==> src/include/tppio_defs.vh <==
// Functional notes
// - port a has eight bidirectional pins, each with its own latch bit
// - port a data latches keep their value through reset
// - port a direction one drives latch onto pin, zero leaves pin undriven
// - reset clears all port a direction bits, pins become inputs
// - data read returns latch value for bits whose direction is one
// - data read returns pin level for bits whose direction is zero
// - data register writes always update latches regardless of direction
// - writing latch of an input pin does not change sampled pin value
// - port b has eight bidirectional pins, each with its own latch bit
// - port b data latches keep their value through reset
// - port b direction one enables output buffer, zero disables it
// - reset clears all port b direction bits, pins become inputs
// - port b read gives latch where output, pin level where input
// - port c data has latches in bits 4..0 only, upper bits read zero
// - port c direction has bits 4..0, upper read zero, reset clears all
// - port c behaves like ports a and b bit for bit, five pins
// - port c read gives latch where output, pin level where input
`ifndef TPPIO_DEFS_VH
`define TPPIO_DEFS_VH
`define TPPIO_IDX_DATA_A 3'h0
`define TPPIO_IDX_DATA_B 3'h1
`define TPPIO_IDX_DATA_C 3'h2
`define TPPIO_IDX_DIR_A 3'h4
`define TPPIO_IDX_DIR_B 3'h5
`define TPPIO_IDX_DIR_C 3'h6
`define TPPIO_DIR_RESET 8'h00
`define TPPIO_WIDTH_A 8
`define TPPIO_WIDTH_B 8
`define TPPIO_WIDTH_C 5
`endif

==> src/verilog/tppio_top.v <==
`include "tppio_defs.vh"

module tppio_top (
    // clock and reset
    input wire SYS_CLK,
    input wire RST,
    // apb slave
    input wire PSEL,
    input wire PENABLE,
    input wire PWRITE,
    input wire [11:0] PADDR,
    input wire [31:0] PWDATA,
    output reg [31:0] PRDATA,
    output reg PREADY,
    output reg PSLVERR,
    // port a pins
    input wire [7:0] PA_IN,
    output wire [7:0] PA_OUT,
    output wire [7:0] PA_OE_N,
    // port b pins
    input wire [7:0] PB_IN,
    output wire [7:0] PB_OUT,
    output wire [7:0] PB_OE_N,
    // port c pins
    input wire [4:0] PC_IN,
    output wire [4:0] PC_OUT,
    output wire [4:0] PC_OE_N
);
    reg [7:0] port_a_output_latch_ff;
    reg [7:0] port_b_output_latch_ff;
    reg [4:0] port_c_output_latch_ff;
    reg [7:0] port_a_direction_ff;
    reg [7:0] port_b_direction_ff;
    reg [4:0] port_c_direction_ff;
    reg [7:0] pa_oe_n_ff;
    reg [7:0] pb_oe_n_ff;
    reg [4:0] pc_oe_n_ff;
    reg [7:0] pa_meta_ff;
    reg [7:0] pa_sync_ff;
    reg [7:0] pb_meta_ff;
    reg [7:0] pb_sync_ff;
    reg [4:0] pc_meta_ff;
    reg [4:0] pc_sync_ff;
    reg [7:0] nxt_rdata;
    reg nxt_err;

    wire access = PSEL & PENABLE & ~PREADY;
    wire wr = access & PWRITE;
    wire [2:0] idx = PADDR[4:2];
    wire word_ok = (PADDR[1:0] == 2'b00) && (PADDR[11:5] == 7'h00);

    function [7:0] rd_mux;
        input [7:0] dir;
        input [7:0] latch;
        input [7:0] pin;
        begin
            rd_mux = (dir & latch) | (~dir & pin);
        end
    endfunction

    function hit;
        input [2:0] a;
        input [2:0] b;
        input ok;
        begin
            hit = ok && (a == b);
        end
    endfunction

    // pins are asynchronous: two stages before anything reads them
    always @(posedge SYS_CLK) begin
        pa_meta_ff <= PA_IN;
        pa_sync_ff <= pa_meta_ff;
        pb_meta_ff <= PB_IN;
        pb_sync_ff <= pb_meta_ff;
        pc_meta_ff <= PC_IN;
        pc_sync_ff <= pc_meta_ff;
    end

    // data latches: no reset term on purpose
    always @(posedge SYS_CLK) begin
        if (wr && hit(idx, `TPPIO_IDX_DATA_A, word_ok)) begin
            port_a_output_latch_ff <= PWDATA[7:0];
        end
        if (wr && hit(idx, `TPPIO_IDX_DATA_B, word_ok)) begin
            port_b_output_latch_ff <= PWDATA[7:0];
        end
        if (wr && hit(idx, `TPPIO_IDX_DATA_C, word_ok)) begin
            port_c_output_latch_ff <= PWDATA[4:0];
        end
    end

    // direction registers and buffered enables
    always @(posedge SYS_CLK) begin
        if (RST) begin
            port_a_direction_ff <= `TPPIO_DIR_RESET;
            port_b_direction_ff <= `TPPIO_DIR_RESET;
            port_c_direction_ff <= 5'h00;
        end else if (wr) begin
            if (hit(idx, `TPPIO_IDX_DIR_A, word_ok)) begin
                port_a_direction_ff <= PWDATA[7:0];
            end else if (hit(idx, `TPPIO_IDX_DIR_B, word_ok)) begin
                port_b_direction_ff <= PWDATA[7:0];
            end else if (hit(idx, `TPPIO_IDX_DIR_C, word_ok)) begin
                port_c_direction_ff <= PWDATA[4:0];
            end
        end
    end

    // enable follows the direction register by one edge, keeping outputs flopped
    always @(posedge SYS_CLK) begin
        if (RST) begin
            pa_oe_n_ff <= 8'hFF;
            pb_oe_n_ff <= 8'hFF;
            pc_oe_n_ff <= 5'h1F;
        end else begin
            pa_oe_n_ff <= ~port_a_direction_ff;
            pb_oe_n_ff <= ~port_b_direction_ff;
            pc_oe_n_ff <= ~port_c_direction_ff;
        end
    end

    // latch bits are driven out directly; the enable decides if they reach the pin
    assign PA_OUT = port_a_output_latch_ff;
    assign PB_OUT = port_b_output_latch_ff;
    assign PC_OUT = port_c_output_latch_ff;
    assign PA_OE_N = pa_oe_n_ff;
    assign PB_OE_N = pb_oe_n_ff;
    assign PC_OE_N = pc_oe_n_ff;

    always @* begin
        nxt_rdata = 8'h00;
        nxt_err = 1'b0;
        if (!word_ok) begin
            nxt_err = 1'b1;
        end else if (idx == `TPPIO_IDX_DATA_A) begin
            nxt_rdata = rd_mux(port_a_direction_ff, port_a_output_latch_ff, pa_sync_ff);
        end else if (idx == `TPPIO_IDX_DATA_B) begin
            nxt_rdata = rd_mux(port_b_direction_ff, port_b_output_latch_ff, pb_sync_ff);
        end else if (idx == `TPPIO_IDX_DATA_C) begin
            nxt_rdata = rd_mux({3'h0, port_c_direction_ff}, {3'h0, port_c_output_latch_ff},
                {3'h0, pc_sync_ff});
        end else if (idx == `TPPIO_IDX_DIR_A) begin
            nxt_rdata = port_a_direction_ff;
        end else if (idx == `TPPIO_IDX_DIR_B) begin
            nxt_rdata = port_b_direction_ff;
        end else if (idx == `TPPIO_IDX_DIR_C) begin
            nxt_rdata = {3'h0, port_c_direction_ff};
        end else begin
            nxt_err = 1'b1;
        end
    end

    // one wait state: ready rises on the first access edge, the transfer ends on the second
    always @(posedge SYS_CLK) begin
        if (RST) begin
            PREADY <= 1'b0;
            PRDATA <= 32'h00000000;
            PSLVERR <= 1'b0;
        end else if (access) begin
            PREADY <= 1'b1;
            PRDATA <= PWRITE ? 32'h00000000 : {24'h000000, nxt_rdata};
            PSLVERR <= nxt_err;
        end else begin
            PREADY <= 1'b0;
            PRDATA <= 32'h00000000;
            PSLVERR <= 1'b0;
        end
    end
endmodule

==> config.mk <==
export PLATFORM = sky130hd
export DESIGN_NAME = tppio_top
export DESIGN_NICKNAME = d
export VERILOG_FILES = /design/src/verilog/tppio_top.v
export VERILOG_INCLUDE_DIRS = /design/src /design/src/include
export SDC_FILE = /design/constraint.sdc
export NUM_CORES = 1
export LEC_CHECK = 0
export BUFFER_PORTS_ARGS = -buffer_cell sky130_fd_sc_hd__buf_2
export CORE_MARGIN = 5
export CORE_UTILIZATION = 51
export DETAILED_ROUTE_END_ITERATION = 8
export GPL_TIMING_DRIVEN = 0
export HOLD_SLACK_MARGIN = 0.15
export MAX_ROUTING_LAYER = met4
export PLACE_DENSITY_LB_ADDON = 0.05
export SLEW_MARGIN = 20
export SYNTH_ARGS = -nofsm -noshare
export SYNTH_HDL_FRONTEND = slang
export SYNTH_SLANG_ARGS = --single-unit
==> constraint.sdc <==
create_clock -name SYS_CLK -period 5.85 [get_ports SYS_CLK]
set_input_delay 0 -clock SYS_CLK [delete_from_list [all_inputs] [get_ports SYS_CLK]]
set_output_delay 0 -clock SYS_CLK [all_outputs]
set_load 0.05 [all_outputs]
==> flow_summary.yaml <==
clock_network:
  htreeDepth: 4
  cts_sinks: 115
  tritoncts: "done"
  clk_pin_slew_ps: 50
  postCtsSetupRepairBufs: 0
  clock_latency_ps: 510
  cts-root-buf: "clkbuf_8"
  clk_path_buf_depth: 2
  cts_buffers: 17
floorplan:
  start_util: 0.521
  num_io_pins: 146
  core_um2: 7210
  die_h_um: 95.8
  dieWidth_um: 95.8
  die-area_um2: 9180
  num_rows: 31
sta:
  hold_viol_final: 0
  rsz0062_at_grt: "false"
  period_minus_slack_ps: 3260
  setup_violations: 0
  fin_skew_ps: 5.56
  setup_tns_ps: 0
  period_share: 0.557
  finalMaxSlewViolations: 0
  worst_slew_pin_slew_ps: 963
  fmaxAchievable_mhz: 307
  slew_headroom: 0.356
  worst_slack_ps: 2590
power_and_ir_drop:
  p_sw_uw: 429
  p_comb_frac: 0.071
  clkPwrFrac: 0.497
  ir_drop_mv: 0.270
  p_leak_uw: 0.00233
  power_uw: 1910
  internal-power_uw: 1480
  switching_share: 0.224
  power_density_nw_per_um2: 340
  seq_power_share: 0.432
setup_path:
  worstSetupEndpointType: "flip-flop"
  timing.critical_path.mode_cell: "dlygate4sd3_1"
  start_kind: "input pin"
  worstSetupPathType: "in -> reg"
  critPathMaxStageDelay_ps: 770
  critPathMaxFanout: 8
  crit_chain: "dlygate4sd3_1 > buf_2 > nor4_2 > dlygate4sd3_1 > nand3_2 > dlygate4sd3_1 > or3_1 > nor2_1"
  required_ps: 5980
  cp.arrival_ps: 3390
  cp_slowest_cell: "nor2_1"
route:
  vias: 2876
  wirelength_um: 10100
  drc_errors: 0
  drt-pass1-iter-count: 4
  via_per_inst: 4.68
  ant_nets: 0
  wl_per_cell_um: 16.5
  drt_iter0_drc: 147
synthesis:
  syn_avg_cell_area_um2: 12.4
  syn_area_um2: 3760
  dominantRegCellSynth: "dfxtp_1"
  ys_warn_count: 0
  seq_area_frac_synth: 0.669
  synth_edf_count: 21
  synth_cells: 304
  ys_seq_elements: 115
  async_flop_share: 0
  ys_types: 28
placed_design:
  dpl.hpwl_um: 6040
  dp_slack_ps: 3510
  routabilityCongestion: 0.831
  numPortBuffers: 96
final_layout:
  final_nets: 574
  area_growth_pct: 49.7
  final_cell_mix: "buf_2 (96), dfxtp_1 (94), dlygate4sd3_1 (61)"
  drive_gt1_frac: 0.322
  layout_commonest_cell: "buf_2"
  fill_cells: 477
  antennaDiodeCount: 0
grt:
  grt_pass1_wl_um: 15400
  grt_pass1_vias: 2962
  grt_max_degree: 17
  antenna_found_initial: 0
  gr-usage-all-layers: 0.241
  globalRoute.totalOverflow: 0
job:
  maxCapViolCount: 0
worst_hold_path:
  hold_path_class: "in -> reg"
status:
  status: "finished clean"
[layout make-up]
class / count / area, µm² / share of cell area
Sequential cell: 115 / 2510 / 0.447
Timing Repair Buffer: 158 / 1100 / 0.195
Multi-Input combinational cell: 169 / 1080 / 0.192
Clock buffer: 18 / 418 / 0.0743
Buffer: 36 / 233 / 0.0414
Clock inverter: 13 / 136 / 0.0242
Tap cell: 99 / 124 / 0.0220
Inverter: 7 / 26.3 / 0.00467
[cells in the mapped netlist, types with 2 or more instances]
cell type	count	area [µm²]
nor2_1	5	18.8
or3b_2	7	61.3
inv_1	6	22.5
o21ai_0	24	120
nand2b_1	39	244
a21oi_1	25	125
mux2i_1	21	210
a311o_1	4	40.0
clkbuf_1	11	41.3
or3_1	3	18.8
dfxtp_1	94	1880
buf_4	24	180
nand2_1	2	7.51
edfxtp_1	21	631
nor3_1	5	25.0
[cells by family after synthesis]
kind of cell,synth area share
simple gates,0.125
compound gates,0.0809
flops,0.669
other cells,0.000998
buf+inv,0.0689
mux,0.0559
[critical path: cells and delay by family]
kind	cells	cell delay [ps]
buffers and inverters	4	1840
AND/OR/NAND/NOR	4	1550
[layer usage]
| metal | vias to the layer above | global-route usage | routed length, µm |
|---|---|---|---|
| li1 | 1399 | - | - |
| met1 | 1331 | 0.284 | 4230 |
| met2 | 123 | 0.386 | 4900 |
| met3 | 23 | 0.0696 | 808 |
| met4 | 0 | 0.101 | 187 |
| met5 | - | - | 0 |
[power by group through the flow]
stage / combinational [µW] / clock [µW] / sequential (µW)
6_report: 136 / 950 / 827
5_1_grt: 145 / 1000 / 828
3_3_place_gp: 102 / 0 / 843
3_5_place_dp: 102 / 0 / 843
2_1_floorplan: 71.9 / 0 / 843
4_1_cts: 133 / 958 / 827
[flip-flops by register name, indices dropped and copies added, names as in the netlist, 8 cells and up]
register             cells
pb_meta_ff               8
PA_OE_N                  8
PB_OUT                   8
pa_meta_ff               8
PRDATA                   8
pb_sync_ff               8
port_b_direction_ff      8
port_a_direction_ff      8
pa_sync_ff               8
PB_OE_N                  8
PA_OUT                   8
[final timing paths]
kind,from,end,slack [ps],depth (start not counted)
max,PADDR[5],PB_OUT[3],2590,8
min,PADDR[2],PRDATA[5],170,4
max reg2reg,PREADY,PB_OUT[3],3800,3
min reg2reg,pa_meta_ff[3],pa_sync_ff[3],330,0
[timing repair]
action,CTS,global route
hold buffers,61,0
gates resized for setup,0,0
hold endpoints to repair,77,0
[per-stage QoR]
step,instances,hold WS (ps),instance area [µm²],utilization
5_1_grt,615,175,5630,0.780
3_5_place_dp,523,104,4460,0.618
3_3_place_gp,522,102,4450,0.617
2_1_floorplan,327,27.7,3840,-
4_1_cts,615,157,5630,0.780
6_report,615,170,5630,0.780
(Power assumes the default switching activity.)
